==> src/emsp_regs.svh <==
// constants of the endpoint messaging stream port
`ifndef EMSP_REGS_SVH
`define EMSP_REGS_SVH
`define EMSP_DATA_W 64
`define EMSP_KEEP_W 8
`define EMSP_USER_W 32
`define EMSP_KEEP_ALL 8'hff
`define EMSP_USER_ZERO 32'h0000_0000
`define EMSP_SRC_ID_LSB 16
`define EMSP_ID8_MASK 32'h00ff_00ff
`define EMSP_NUM_CH 4
`endif

==> src/emsp_pkg.sv <==
// types of the endpoint messaging stream port
`include "emsp_regs.svh"
package emsp_pkg;
  typedef logic [`EMSP_DATA_W-1:0] emsp_data_type;
  typedef logic [`EMSP_USER_W-1:0] emsp_user_type;
  typedef logic [`EMSP_KEEP_W-1:0] emsp_keep_type;
  typedef enum {
    EMSP_CH_IREQ,
    EMSP_CH_IRESP,
    EMSP_CH_TREQ,
    EMSP_CH_TRESP
  } emsp_chan_type;
  typedef struct packed {
    emsp_data_type data;
    logic last;
    emsp_user_type user;
  } emsp_beat_type;
endpackage : emsp_pkg

==> src/emsp_port.sv <==
// messaging port: four stream channels between user logic and the link path
`timescale 1ns/100ps
`include "emsp_regs.svh"
module emsp_port
  import emsp_pkg::*;
#(
  parameter bit MSG_PORT_EN = 1'b1,
  parameter bit ID8_MODE = 1'b0
) (
  input wire logic clk_in,
  input wire logic arst_n_in,
  // initiator request, user to device
  input wire logic s_axis_msgireq_tvalid_in,
  output logic s_axis_msgireq_tready_out,
  input wire logic [63:0] s_axis_msgireq_tdata_in,
  input wire logic [7:0] s_axis_msgireq_tkeep_in,
  input wire logic s_axis_msgireq_tlast_in,
  input wire logic [31:0] s_axis_msgireq_tuser_in,
  // initiator response, device to user
  output logic m_axis_msgiresp_tvalid_out,
  input wire logic m_axis_msgiresp_tready_in,
  output logic [63:0] m_axis_msgiresp_tdata_out,
  output logic [7:0] m_axis_msgiresp_tkeep_out,
  output logic m_axis_msgiresp_tlast_out,
  output logic [31:0] m_axis_msgiresp_tuser_out,
  // target request, device to user
  output logic m_axis_msgtreq_tvalid_out,
  input wire logic m_axis_msgtreq_tready_in,
  output logic [63:0] m_axis_msgtreq_tdata_out,
  output logic [7:0] m_axis_msgtreq_tkeep_out,
  output logic m_axis_msgtreq_tlast_out,
  output logic [31:0] m_axis_msgtreq_tuser_out,
  // target response, user to device
  input wire logic s_axis_msgtresp_tvalid_in,
  output logic s_axis_msgtresp_tready_out,
  input wire logic [63:0] s_axis_msgtresp_tdata_in,
  input wire logic [7:0] s_axis_msgtresp_tkeep_in,
  input wire logic s_axis_msgtresp_tlast_in,
  input wire logic [31:0] s_axis_msgtresp_tuser_in,
  // link path: outbound request
  output logic lnk_txreq_valid_out,
  input wire logic lnk_txreq_ready_in,
  output logic [63:0] lnk_txreq_data_out,
  output logic lnk_txreq_last_out,
  output logic [31:0] lnk_txreq_user_out,
  // link path: outbound response
  output logic lnk_txresp_valid_out,
  input wire logic lnk_txresp_ready_in,
  output logic [63:0] lnk_txresp_data_out,
  output logic lnk_txresp_last_out,
  output logic [31:0] lnk_txresp_user_out,
  // link path: inbound request
  input wire logic lnk_rxreq_valid_in,
  output logic lnk_rxreq_ready_out,
  input wire logic [63:0] lnk_rxreq_data_in,
  input wire logic lnk_rxreq_last_in,
  input wire logic [31:0] lnk_rxreq_user_in,
  // link path: inbound response
  input wire logic lnk_rxresp_valid_in,
  output logic lnk_rxresp_ready_out,
  input wire logic [63:0] lnk_rxresp_data_in,
  input wire logic lnk_rxresp_last_in,
  input wire logic [31:0] lnk_rxresp_user_in,
  // sticky per channel: user beat taken with tkeep not all ones
  output logic [3:0] keep_err_out
);
  localparam int NCH = `EMSP_NUM_CH;

  // ************************************************************
  // channel routing
  // ************************************************************
  // each channel has its own slice, so initiator and target traffic never mix
  logic [NCH-1:0] in_valid, in_last, in_ready;
  logic [NCH-1:0] out_valid_w, out_ready, out_last;
  emsp_data_type in_data [NCH];
  emsp_user_type in_user [NCH];
  emsp_keep_type in_keep [NCH];
  emsp_data_type out_data [NCH];
  emsp_user_type out_user [NCH];

  always_comb begin
    in_valid[EMSP_CH_IREQ] = s_axis_msgireq_tvalid_in;
    in_data[EMSP_CH_IREQ] = s_axis_msgireq_tdata_in;
    in_keep[EMSP_CH_IREQ] = s_axis_msgireq_tkeep_in;
    in_last[EMSP_CH_IREQ] = s_axis_msgireq_tlast_in;
    in_user[EMSP_CH_IREQ] = s_axis_msgireq_tuser_in;
    in_valid[EMSP_CH_IRESP] = lnk_rxresp_valid_in;
    in_data[EMSP_CH_IRESP] = lnk_rxresp_data_in;
    in_keep[EMSP_CH_IRESP] = `EMSP_KEEP_ALL;
    in_last[EMSP_CH_IRESP] = lnk_rxresp_last_in;
    in_user[EMSP_CH_IRESP] = lnk_rxresp_user_in;
    in_valid[EMSP_CH_TREQ] = lnk_rxreq_valid_in;
    in_data[EMSP_CH_TREQ] = lnk_rxreq_data_in;
    in_keep[EMSP_CH_TREQ] = `EMSP_KEEP_ALL;
    in_last[EMSP_CH_TREQ] = lnk_rxreq_last_in;
    in_user[EMSP_CH_TREQ] = lnk_rxreq_user_in;
    in_valid[EMSP_CH_TRESP] = s_axis_msgtresp_tvalid_in;
    in_data[EMSP_CH_TRESP] = s_axis_msgtresp_tdata_in;
    in_keep[EMSP_CH_TRESP] = s_axis_msgtresp_tkeep_in;
    in_last[EMSP_CH_TRESP] = s_axis_msgtresp_tlast_in;
    in_user[EMSP_CH_TRESP] = s_axis_msgtresp_tuser_in;
    out_ready[EMSP_CH_IREQ] = lnk_txreq_ready_in;
    out_ready[EMSP_CH_IRESP] = m_axis_msgiresp_tready_in;
    out_ready[EMSP_CH_TREQ] = m_axis_msgtreq_tready_in;
    out_ready[EMSP_CH_TRESP] = lnk_txresp_ready_in;
  end

  // ************************************************************
  // per-channel beat handling
  // ************************************************************
  logic [NCH-1:0] first_ff, nxt_first;
  logic [NCH-1:0] err_ff, nxt_err;
  logic [NCH-1:0] acc;

  genvar c;
  generate
    for (c = 0; c < NCH; c++) begin : g_ch
      emsp_user_type shaped_user;
      logic gated_valid, sl_ready;
      emsp_beat_type in_beat, out_beat;

      // later beats carry zero tuser, so nothing downstream can lean on it
      always_comb begin
        shaped_user = first_ff[c] ? in_user[c] : `EMSP_USER_ZERO;
        if (ID8_MODE) begin
          shaped_user = shaped_user & `EMSP_ID8_MASK;
        end
        in_beat.data = in_data[c];
        in_beat.last = in_last[c];
        in_beat.user = shaped_user;
      end

      // with the port absent nothing is taken, so no beat enters or leaves any slice
      assign gated_valid = in_valid[c] & MSG_PORT_EN;
      assign in_ready[c] = sl_ready & MSG_PORT_EN;
      assign acc[c] = gated_valid & sl_ready;
      // each channel drives only its own bit, so the shared vectors keep one driver per bit
      assign nxt_first[c] = acc[c] ? in_last[c] : first_ff[c];
      assign nxt_err[c] = err_ff[c] | (acc[c] & (in_keep[c] != `EMSP_KEEP_ALL));
      assign out_data[c] = out_beat.data;
      assign out_last[c] = out_beat.last;
      assign out_user[c] = out_beat.user;

      emsp_slice #(
        .W($bits(emsp_beat_type))
      ) u_slice (
        .clk_in(clk_in),
        .arst_n_in(arst_n_in),
        .s_valid_in(gated_valid),
        .s_ready_out(sl_ready),
        .s_payload_in(in_beat),
        .m_valid_out(out_valid_w[c]),
        .m_ready_in(out_ready[c]),
        .m_payload_out(out_beat)
      );
    end
  endgenerate

  always_ff @(posedge clk_in or negedge arst_n_in) begin
    if (!arst_n_in) begin
      first_ff <= '1;
      err_ff <= '0;
    end else begin
      first_ff <= nxt_first;
      err_ff <= nxt_err;
    end
  end

  // ************************************************************
  // outputs
  // ************************************************************
  // the slices hold valid low from reset and the payload steady until taken
  assign s_axis_msgireq_tready_out = in_ready[EMSP_CH_IREQ];
  assign s_axis_msgtresp_tready_out = in_ready[EMSP_CH_TRESP];
  assign lnk_rxreq_ready_out = in_ready[EMSP_CH_TREQ];
  assign lnk_rxresp_ready_out = in_ready[EMSP_CH_IRESP];

  assign lnk_txreq_valid_out = out_valid_w[EMSP_CH_IREQ];
  assign lnk_txreq_data_out = out_data[EMSP_CH_IREQ];
  assign lnk_txreq_last_out = out_last[EMSP_CH_IREQ];
  assign lnk_txreq_user_out = out_user[EMSP_CH_IREQ];
  assign lnk_txresp_valid_out = out_valid_w[EMSP_CH_TRESP];
  assign lnk_txresp_data_out = out_data[EMSP_CH_TRESP];
  assign lnk_txresp_last_out = out_last[EMSP_CH_TRESP];
  assign lnk_txresp_user_out = out_user[EMSP_CH_TRESP];

  assign m_axis_msgiresp_tvalid_out = out_valid_w[EMSP_CH_IRESP];
  assign m_axis_msgiresp_tdata_out = out_data[EMSP_CH_IRESP];
  assign m_axis_msgiresp_tlast_out = out_last[EMSP_CH_IRESP];
  assign m_axis_msgiresp_tuser_out = out_user[EMSP_CH_IRESP];
  assign m_axis_msgtreq_tvalid_out = out_valid_w[EMSP_CH_TREQ];
  assign m_axis_msgtreq_tdata_out = out_data[EMSP_CH_TREQ];
  assign m_axis_msgtreq_tlast_out = out_last[EMSP_CH_TREQ];
  assign m_axis_msgtreq_tuser_out = out_user[EMSP_CH_TREQ];

  // header-encoded format only: every beat has all lanes valid
  assign m_axis_msgiresp_tkeep_out = `EMSP_KEEP_ALL;
  assign m_axis_msgtreq_tkeep_out = `EMSP_KEEP_ALL;
  assign keep_err_out = err_ff;
endmodule : emsp_port

==> src/emsp_slice.sv <==
// two-entry register slice with registered ready and valid
`timescale 1ns/100ps
module emsp_slice #(
  parameter int W = 97
) (
  input wire logic clk_in,
  input wire logic arst_n_in,
  input wire logic s_valid_in,
  output logic s_ready_out,
  input wire logic [W-1:0] s_payload_in,
  output logic m_valid_out,
  input wire logic m_ready_in,
  output logic [W-1:0] m_payload_out
);
  logic main_v_ff, nxt_main_v;
  logic skid_v_ff, nxt_skid_v;
  logic rdy_ff, nxt_rdy;
  logic [W-1:0] main_ff, nxt_main;
  logic [W-1:0] skid_ff, nxt_skid;
  logic acc, pop;

  // the skid entry lets ready be a flop without losing a beat
  always_comb begin
    acc = s_valid_in & rdy_ff;
    pop = ~main_v_ff | m_ready_in;
    nxt_main_v = main_v_ff;
    nxt_main = main_ff;
    nxt_skid_v = skid_v_ff;
    nxt_skid = skid_ff;
    if (pop) begin
      if (skid_v_ff) begin
        nxt_main = skid_ff;
        nxt_main_v = 1'b1;
        nxt_skid_v = 1'b0;
      end else begin
        nxt_main_v = acc;
        if (acc) begin
          nxt_main = s_payload_in;
        end
      end
    end else if (acc) begin
      nxt_skid = s_payload_in;
      nxt_skid_v = 1'b1;
    end
    nxt_rdy = ~nxt_skid_v;
  end

  always_ff @(posedge clk_in or negedge arst_n_in) begin
    if (!arst_n_in) begin
      main_v_ff <= 1'b0;
      skid_v_ff <= 1'b0;
      rdy_ff <= 1'b0;
      main_ff <= '0;
      skid_ff <= '0;
    end else begin
      main_v_ff <= nxt_main_v;
      skid_v_ff <= nxt_skid_v;
      rdy_ff <= nxt_rdy;
      main_ff <= nxt_main;
      skid_ff <= nxt_skid;
    end
  end

  assign s_ready_out = rdy_ff;
  assign m_valid_out = main_v_ff;
  assign m_payload_out = main_ff;
endmodule : emsp_slice

==> config.mk <==
export PLATFORM = sky130hd
export DESIGN_NAME = emsp_port
export DESIGN_NICKNAME = d
export VERILOG_FILES = /design/src/emsp_pkg.sv /design/src/emsp_port.sv /design/src/emsp_slice.sv
export VERILOG_INCLUDE_DIRS = /design/src
export SDC_FILE = /design/constraint.sdc
export NUM_CORES = 1
export LEC_CHECK = 0
export BUFFER_PORTS_ARGS = -buffer_cell sky130_fd_sc_hd__buf_2
export CELL_PAD_IN_SITES_DETAIL_PLACEMENT = 1
export CELL_PAD_IN_SITES_GLOBAL_PLACEMENT = 2
export CORE_AREA = 2 2 320 322
export DETAILED_ROUTE_END_ITERATION = 10
export DIE_AREA = 0 0 322 324
export PLACE_DENSITY_LB_ADDON = 0.1
export REMOVE_ABC_BUFFERS = 1
export SLEW_MARGIN = 20
export SYNTH_ARGS = -nofsm -noshare
export SYNTH_HDL_FRONTEND = slang
export SYNTH_SLANG_ARGS = --single-unit
==> constraint.sdc <==
create_clock -name clk_in -period 3.1 [get_ports clk_in]
set_input_delay 0.62 -clock clk_in [delete_from_list [all_inputs] [get_ports clk_in]]
set_output_delay 0.62 -clock clk_in [all_outputs]
set_load 0.1 [all_outputs]
==> qor.yml, run 1 <==
status: "complete, no violations"
first_pass_grt_wire_length_um: 161000
clock_tree_from_tritoncts: "built"
cts_root_buf: "clkbuf_16"
io_buffers: 811
first_global_vias: 25788
postCtsSetupRepairBufs: 0
max_freq_ghz: 0.462
final_max_slew_viol_count: 0
detail-route-antenna-nets: 0
worstPathRequired_ns: 2.48
synth_cell_types: 20
post_route_cells_drive_above_1_share_pct: 56.2
final_nets: 3781
worst-slew-pin-transition_ns: 0.791
detailed_place_hpwl_um: 77100
r2r_setup_slk_ns: 1.13
grt_start_max_net_pins: 130
numClockSinks: 794
slowest_cp_cell: "buf_2"
cp_data_arrival_time_ns: 1.54
seq_area_frac_synth_pct: 57.4
layout_worst_path_cycle_share_pct: 69.8
finalInstanceArea_um2: 43300
layout.cells.non_filler: 4782
syn-mean-instance-area_um2: 13.4
start_util_pct: 34.3
routabilityCongestion: 0.791
yosys_register_bits: 794
dieArea_um2: 104000
cts_htree_levels: 3
clkSlewWorstSetupHoldPaths_ns: 0.06
areaGrowthSynthToFinish_pct: 24.9
drt_wl_total_um: 108000
critical_path_peak_fanout: 4
critPathLaunchType: "register"
path_cells: "buf_2"
ctsLongestPathBuffers: 3
drt_iter0_markers: 835
finalWorstSetupSlack_ns: 0.935
pin_count: 830
r2r.worst_path.cells: 4
avgViaCountPerCell: 4.90
report.power.total_uw: 46300
finalSetupViolations: 0
critical-path-top-delay-family: "buffers and inverters"
layout.cells.most_common_list: "810 x buf_2, 792 x mux2_2, 786 x dfrtp_1, 392 x nand2_1, 256 x o21ai_0"
power.density_cell_area_nw_per_um2: 1070
period_needed_ns: 2.16
holdCritStartpoint: "lnk_rxresp_data_in[21]"
layout.cells.most_common: "buf_2"
grt_antenna_before_repair: 70
whs_path_depth: 2
leakage_power_uw: 0.0202
drtPass1Iterations: 4
worstSkewPairLatency_ns: 0.65
max-slew-margin-rel_pct: 47.2
dieHeight_um: 324
rsz0062_at_grt: "no"
preCtsSetupSlack_ns: 0.843
cts_made_buffers: 92
rows: 117
crit-reg2reg-capture: "g_ch[1].u_slice.m_payload_out[40]"
postPlaceCellArea_um2: 40100
total_overflow_reported_by_the_global_router: 0
hp-class: "primary input to register"
synthesis.area_um2: 34600
drc: 0
count_of_mapped_cells_out_of_synthesis: 2578
worstSetupEndpointType: "primary output"
detail_route.wl_per_cell_um: 22.6
critical_path.reg2reg.startpoint: "g_ch[1].u_slice.skid_v_ff"
fin_tns_setup_ns: 0
max_cap_violations: 0
grt.total_usage_pct: 20.2
synth.yosys.warnings: 0
hold_end: "g_ch[1].u_slice.skid_ff[54]"
timing_worst_setup_path_type: "register to primary output"
finalHoldViolations: 0
critPathMaxStageDelay_ns: 0.47
vdd.ir_drop.worst_mv: 0.690
final_clock_skew_ns: 0.0182
placed_cells_incl_taps: 4581
critical_path_buffer_and_inverter_count: 1
vias: 23417
floorplan.die.width_um: 322
area_of_the_core_um2: 101000
## report_power, final
part	leakage, uW	switching, uW	internal (uW)
Sequential	0.00965	1690	13400
Clock	0.00150	4450	6610
Combinational	0.00902	15700	4500
## area by class of cell
cell class              count  area (um^2)
diodes                     27         67.6
clock buffers             150         2770
clock inverters            23          298
fillers                 10772        57700
inverters                   4         15.0
multi-input cells        1606        13800
flip-flops and latches    794        19900
well taps                1309         1640
repair buffers            869         4820
## worst max path at each step
stage                                         to                   startpoint  slack, ns  cells after the start
5_1_grt                     lnk_rxresp_ready_out  g_ch[1].u_slice.s_ready_out       0.88                      1
4_1_cts                     lnk_rxresp_ready_out  g_ch[1].u_slice.s_ready_out       0.87                      1
3_3_place_gp   g_ch[0].u_slice.m_payload_out[53]           lnk_txreq_ready_in       0.86                      5
2_1_floorplan   g_ch[0].u_slice.m_payload_out[0]    g_ch[0].u_slice.skid_v_ff      -5.27                      3
3_5_place_dp   g_ch[0].u_slice.m_payload_out[53]           lnk_txreq_ready_in       0.84                      5
6_report                    lnk_rxresp_ready_out  g_ch[1].u_slice.s_ready_out       0.94                      1
## cell families after synthesis
logic type / Yosys count / share of synthesized area (%)
AOI/OAI and AO/OA: 262 / 3.84
buffers and inverters: 194 / 3.16
DFF: 794 / 57.4
muxes: 912 / 30.9
other: 2 / 0.0217
and+or+nand+nor: 414 / 4.66
## timing repair
item                                   in CTS  in global routing
hold buffers                                1                  0
gates resized for setup                     0                  0
setup endpoints to repair                   0                  0
endpoints found under the hold margin      33                  0
## flip-flops by register name, indices dropped and copies added (netlist names)
register / cells
g_ch.u_slice.m_payload_out: 388
g_ch.u_slice.skid_ff: 388
keep_err_out: 2
g_ch.u_slice.m_valid_out: 4
g_ch.u_slice.s_ready_out: 4
g_ch.u_slice.skid_v_ff: 4
first_ff: 4
## metrics by stage
stage          hold WS, ns  utilization, %
2_1_floorplan        0.324               -
3_3_place_gp         0.453            39.7
3_5_place_dp         0.460            39.7
4_1_cts              0.147            42.8
5_1_grt              0.172            42.8
6_report             0.207            42.8
## per-layer routing
layer	global-route usage (%)	vias to the layer above	part of all wire [%]
li1	-	10519	-
met1	21.4	11957	36
met2	36.3	622	52
met3	7.23	253	7.7
met4	8.69	66	4.0
met5	0	-	0.37
## Yosys cell counts, drive strengths merged
| library cell | number | area (um^2) |
|---|---|---|
| dfstp | 4 | 105 |
| buf | 141 | 896 |
| or2 | 4 | 25.0 |
| nand2b | 4 | 25.0 |
| a21oi | 4 | 35.0 |
| mux2 | 912 | 10700 |
| dfrtp | 790 | 19800 |
| conb | 2 | 7.51 |
| nand4b | 4 | 35.0 |
| nor2 | 2 | 7.51 |
| inv | 4 | 15.0 |
| nand2 | 392 | 1470 |
| o21ai | 256 | 1280 |
| nor2b | 4 | 25.0 |
| nand4 | 4 | 25.0 |
| o21bai | 2 | 15.0 |
| clkbuf | 49 | 184 |
No activity file was read; power rests on OpenSTA's default activity.
==> run 2: changes to the inputs <==
--- a/config.mk
+++ b/config.mk
@@ -6,12 +6,12 @@
 export SDC_FILE = /design/constraint.sdc
 export NUM_CORES = 1
 export LEC_CHECK = 0
+export ABC_AREA = 1
 export BUFFER_PORTS_ARGS = -buffer_cell sky130_fd_sc_hd__buf_2
 export CELL_PAD_IN_SITES_DETAIL_PLACEMENT = 1
 export CELL_PAD_IN_SITES_GLOBAL_PLACEMENT = 2
-export CORE_AREA = 2 2 320 322
+export CORE_UTILIZATION = 31
 export DETAILED_ROUTE_END_ITERATION = 10
-export DIE_AREA = 0 0 322 324
 export PLACE_DENSITY_LB_ADDON = 0.1
 export REMOVE_ABC_BUFFERS = 1
 export SLEW_MARGIN = 20
==> constraint.sdc (replaced) <==
create_clock -name clk_in -period 2.1 [get_ports clk_in]
set_input_delay 0.42 -clock clk_in [delete_from_list [all_inputs] [get_ports clk_in]]
set_output_delay 0.42 -clock clk_in [all_outputs]
set_load 0.1 [all_outputs]
==> qor.yml, run 2 <==
routabilityCongestion: 0.768
max-slew-margin-rel_pct: 52.9
synth_flop_cell: "dfrtp_1"
detail_route.wl_per_cell_um: 18.3
synth.yosys.warnings: 0
start_util_pct: 31.5
finalWorstSetupSlack_ns: 0.0956
fin_tns_setup_ns: 0
final_clock_skew_ns: 0.0260
post_route_cells_drive_above_1_share_pct: 20.2
total_overflow_reported_by_the_global_router: 0
max_freq_ghz: 0.499
critPathLaunchType: "register"
timing_worst_setup_path_type: "register to primary output"
pin_count: 830
synth_enable_flop_cells: 0
cp_data_arrival_time_ns: 1.58
count_of_mapped_cells_out_of_synthesis: 4262
worstPathRequired_ns: 1.68
grt_antenna_before_repair: 46
dieArea_um2: 112000
layout.cells.most_common_list: "2106 x nand2_1, 810 x buf_2, 786 x dfrtp_1, 676 x o21ai_0, 276 x inv_1"
critical_path_buffer_and_inverter_count: 1
worstSkewPairLatency_ns: 0.67
finalInstanceArea_um2: 45100
cts_htree_levels: 3
first_pass_grt_wire_length_um: 189000
period_needed_ns: 2.00
avgViaCountPerCell: 4.52
io_buffers: 811
yosys_register_bits: 794
vdd.ir_drop.worst_mv: 1.00
critical_path_peak_fanout: 2
synthesis.area_um2: 34400
area_of_the_core_um2: 109000
rows: 121
grt_start_max_net_pins: 123
worstSetupEndpointType: "primary output"
syn-mean-instance-area_um2: 8.08
numClockSinks: 794
synth_area_leaders: "dfrtp_1 57%, nand2_1 23%, o21ai_0 9.8%, inv_1 3.0%, o21ai_1 1.5%"
drc: 0
drt_wl_total_um: 123000
finalSetupViolations: 0
cell_internal_pwr_uw: 34100
p_comb_share_pct: 40.7
ctsLongestPathBuffers: 3
synthArstFlopShare_pct: 100
cts_made_buffers: 96
preCtsSetupSlack_ns: 0.423
leakage_power_uw: 0.0239
detailed_place_hpwl_um: 85900
postPlaceCellArea_um2: 40100
slowest_cp_cell: "buf_2"
detail-route-antenna-nets: 0
finalHoldViolations: 0
areaGrowthSynthToFinish_pct: 30.9
clkSlewWorstSetupHoldPaths_ns: 0.05
critical-path-top-delay-family: "buffers and inverters"
grt.total_usage_pct: 21.8
cts_root_buf: "clkbuf_16"
first_global_vias: 31197
rsz0062_at_grt: "no"
yosys.area.top_type_share_pct: 57.4
layout_worst_path_cycle_share_pct: 95.4
synth.most_common_cell: "nand2_1"
clock_tree_from_tritoncts: "built"
seq_area_frac_synth_pct: 57.7
synth_cell_types: 16
seqPwrFrac_pct: 33.8
hp-class: "primary input to register"
dieHeight_um: 335
vias: 30428
cts_repair_resize_count: 0
final_max_slew_viol_count: 0
max_cap_violations: 0
p_clk_share_pct: 25.5
final_nets: 5578
status: "complete, no violations"
critPathMaxStageDelay_ns: 0.47
drtPass1Iterations: 5
floorplan.die.width_um: 335
path_cells: "buf_2"
synthTopCellsByCount: "2108 x nand2_1, 790 x dfrtp_1, 676 x o21ai_0"
drt_iter0_markers: 1540
swShare_pct: 47.9
yosysTopAreaCell: "dfrtp_1"
switchingPower_uw: 31300
layout.cells.most_common: "nand2_1"
power.density_cell_area_nw_per_um2: 1450
worst-slew-pin-transition_ns: 0.707
==> run 2: cell count changes in the layout (fill, tap and decap cells not counted), sizes merged, moves of 7 or more <==
cell         before   now
o21ai           256   780
dlygate4sd3       1   174
mux2            912     0
nand2           392  2112
inv               8   284
buf             868   896
diode            27    20
==> run 2: logic make-up after synthesis <==
logic type      synth area share (%)
simple gates                    23.2
other cells                   0.0218
compound gates                  11.3
flops                           57.7
buf+inv                         7.75
==> run 2: layout make-up <==
class / instances / area (um^2)
inverter: 284 / 1070
tap: 1476 / 1850
timing repair buffer: 1070 / 7090
fill: 13362 / 64400
clock buffer: 153 / 2890
clock inverter: 20 / 239
antenna: 20 / 50.0
multi-input combinational: 2918 / 12000
sequential: 794 / 19900
==> run 2: timing repair <==
item / in CTS / in global routing
hold buffers: 174 / 0
endpoints found under the hold margin: 307 / 0
setup buffers: 0 / 0
==> run 2: final timing paths <==
| kind | start | endpoint | slack, ns | cells after the start |
|---|---|---|---|---|
| max | g_ch[3].u_slice.m_payload_out[14] | lnk_txresp_user_out[14] | 0.1 | 1 |
| max in group asynchronous | arst_n_in | g_ch[2].u_slice.skid_ff[91] | 1.00 | 4 |
| max reg2reg | g_ch[0].u_slice.skid_v_ff | g_ch[0].u_slice.m_payload_out[91] | 0.50 | 5 |
| min reg2reg | keep_err_out[0] | keep_err_out[0] | 0.46 | 2 |
| min | s_axis_msgireq_tdata_in[25] | g_ch[0].u_slice.skid_ff[58] | 0.05 | 3 |
| min in group asynchronous | arst_n_in | g_ch[0].u_slice.m_payload_out[70] | 0.20 | 2 |
==> run 2: power by group through the flow <==
| stage | logic (uW) | registers (uW) | clock network (uW) |
|---|---|---|---|
| final | 26600 | 22100 | 16700 |
| after global placement | 26400 | 22300 | 0 |
| after detailed placement | 26600 | 22400 | 0 |
| after global routing | 28300 | 22700 | 17800 |
| after floorplan | 5100 | 37200 | 0 |
| after CTS | 26900 | 22200 | 17300 |
==> run 2: metal layers <==
| layer | routed length (um) | track usage, % |
|---|---|---|
| met5 | 222 | 0 |
| met1 | 49600 | 26.1 |
| met4 | 4870 | 8.32 |
| met3 | 9160 | 6.69 |
| met2 | 59200 | 36.6 |
==> run 2: through the flow <==
stage	power (uW)	cells	hold slack [ns]	utilization, %
floorplan	42300	3996	0.124	-
global placement	48700	6368	0.304	36.7
detailed placement	49000	6368	0.302	36.7
CTS	66400	6715	0.000582	41.1
global route	68800	6727	0.0136	41.1
finish	65400	6735	0.0528	41.2
==> run 3: changes to the inputs <==
--- a/config.mk
+++ b/config.mk
@@ -10,7 +10,8 @@
 export BUFFER_PORTS_ARGS = -buffer_cell sky130_fd_sc_hd__buf_2
 export CELL_PAD_IN_SITES_DETAIL_PLACEMENT = 1
 export CELL_PAD_IN_SITES_GLOBAL_PLACEMENT = 2
-export CORE_UTILIZATION = 31
+export CORE_UTILIZATION = 32
+export CTS_BUF_LIST = sky130_fd_sc_hd__clkbuf_2
 export DETAILED_ROUTE_END_ITERATION = 10
 export PLACE_DENSITY_LB_ADDON = 0.1
 export REMOVE_ABC_BUFFERS = 1
==> constraint.sdc (replaced) <==
create_clock -name clk_in -period 2.1 [get_ports clk_in]
set_input_delay 0.42 -clock clk_in [delete_from_list [all_inputs] [get_ports clk_in]]
set_output_delay 0.42 -clock clk_in [all_outputs]
set_load 0.02 [all_outputs]
==> qor.yml, run 3 (same netlist as run 2, synthesis figures left out) <==
first_global_vias: 39391
avgViaCountPerCell: 4.67
layout.cells.most_common_list: "2106 x nand2_1, 980 x dlygate4sd3_1, 750 x dfrtp_1, 676 x o21ai_0, 412 x buf_2"
preCtsSetupSlack_ns: 0.368
timing_worst_setup_path_type: "register to primary output"
detail-route-antenna-nets: 0
critical-path-top-delay-family: "flip-flops"
worst-slew-pin-transition_ns: 0.964
clkSlewWorstSetupHoldPaths_ns: 0.12
seqPwrFrac_pct: 41.8
p_clk_share_pct: 20.8
cts_root_buf: "clkbuf_2"
critPathLaunchType: "register"
status: "complete, but fails checks"
areaGrowthSynthToFinish_pct: 62.8
post_route_cells_drive_above_1_share_pct: 23.5
max_freq_ghz: 0.391
detail_route.wl_per_cell_um: 18.8
fin_tns_setup_ns: -135.88
drtPass1Iterations: 7
worstSetupEndpointType: "primary output"
max_cap_violations: 0
critical_path_peak_fanout: 2
p_comb_share_pct: 37.4
cts_htree_levels: 4
layout.cells.non_filler: 7891
floorplan.die.width_um: 330
io_buffers: 811
hp-class: "primary input to register"
critical_path_buffer_and_inverter_count: 1
violations: "negative setup slack"
total_overflow_reported_by_the_global_router: 0
clock_tree_from_tritoncts: "built"
finalSetupViolations: 398
swShare_pct: 37.6
critPathMaxStageDelay_ns: 0.47
placed_cells_incl_taps: 6271
finalWorstSetupSlack_ns: -0.461
grt_antenna_before_repair: 33
vdd.ir_drop.worst_mv: 0.534
cell_internal_pwr_uw: 34300
postLayoutCoreUtil_pct: 52.9
cts_made_buffers: 218
routabilityCongestion: 0.806
grt_start_max_net_pins: 195
switchingPower_uw: 20700
detailed_place_hpwl_um: 86300
pin_count: 830
drt_wl_total_um: 148000
layout_worst_path_cycle_share_pct: 122
area_of_the_core_um2: 106000
period_needed_ns: 2.56
numClockSinks: 794
drt_iter0_markers: 1759
final_max_slew_viol_count: 0
rows: 119
worstPathRequired_ns: 1.68
rsz0062_at_grt: "yes"
path_cells: "buf_6"
start_util_pct: 32.5
vias: 36877
ctsLongestPathBuffers: 3
cp_data_arrival_time_ns: 2.14
max-slew-margin-rel_pct: 35.8
first_pass_grt_wire_length_um: 223000
worstSkewPairLatency_ns: 1.49
final_nets: 6717
slowest_cp_cell: "dfrtp_1"
final_clock_skew_ns: 0.112
leakage_power_uw: 0.0291
grt.total_usage_pct: 26.3
finalHoldViolations: 0
layout.cells.most_common: "nand2_1"
power.density_cell_area_nw_per_um2: 980
dieHeight_um: 330
drc: 0
dieArea_um2: 109000
run 3: cell types whose count changed in the layout (fill, tap and decap cells not counted), sizes merged:
cell         previous run  this run
diode                  20        33
inv                   284       282
bufinv                  5         2
clkbuf                153       351
clkinvlp                1         2
nand2                2112      2113
clkinv                 14        36
dlygate4sd3           174       980
buf                   896      1101
run 3: tightest hold or removal path, stage by stage:
cell and delay (ns):
dlygate4sd3_1 0.52, buf_2 0.09, dlygate4sd3_1 0.53, inv_1 0.05, o21ai_0 0.14
run 3: final timing paths:
check	start	to	slack (ns)	cells past startpoint
setup / recovery	g_ch[1].u_slice.m_payload_out[27]	m_axis_msgiresp_tuser_out[27]	-0.46	1
min in group asynchronous	arst_n_in	g_ch[3].u_slice.m_payload_out[73]	0.62	5
max in group asynchronous	arst_n_in	g_ch[3].u_slice.m_payload_out[18]	0.60	7
hold / removal	s_axis_msgireq_tdata_in[43]	g_ch[0].u_slice.skid_ff[76]	0.31	5
setup reg to reg	g_ch[2].u_slice.m_valid_out	g_ch[2].u_slice.skid_ff[29]	0.01	6
hold reg to reg	g_ch[0].u_slice.skid_ff[1]	g_ch[0].u_slice.skid_ff[1]	0.49	2
run 3: cell type report:
class | instances | area (um^2)
antenna | 33 | 82.6
clock buffer | 346 | 1730
clock inverter | 38 | 204
fill | 12685 | 50000
inverter | 284 | 1070
multi-input combinational | 2919 | 12000
sequential | 794 | 19900
tap | 1391 | 1740
timing repair buffer | 2086 | 19300
run 3: power groups by stage:
stage,Clock [uW],Sequential [uW],Combinational (uW)
after floorplan,0,24700,4960
after global placement,0,22500,13300
after detailed placement,0,22600,13500
after CTS,11900,22800,19200
after global routing,12700,23400,22300
final,11400,23000,20500
run 3: metal layers:
metal | routed length, um | global-route usage, %
met4 | 8010 | 14.9
met2 | 72900 | 44.2
met5 | 91 | 0
met1 | 59000 | 30.8
met3 | 8150 | 6.41
run 3: repair_timing:
item | in CTS | in global routing
endpoints found under the setup margin | 398 | 496
hold buffers | 980 | 6
buffers inserted | 93 | 124
hold endpoints to repair | 1588 | 2
gates resized for setup | 826 | 12
gates cloned | 0 | 5
pin swaps | 0 | 4
run 3: stage by stage:
stage	total power [uW]	hold WS (ns)	instance area (um^2)
2_1_floorplan	29600	0.124	32900
3_3_place_gp	35800	0.314	39900
3_5_place_dp	36100	0.315	39900
4_1_cts	53900	0.0589	54900
5_1_grt	58500	0.147	56000
6_report	54900	0.311	56100
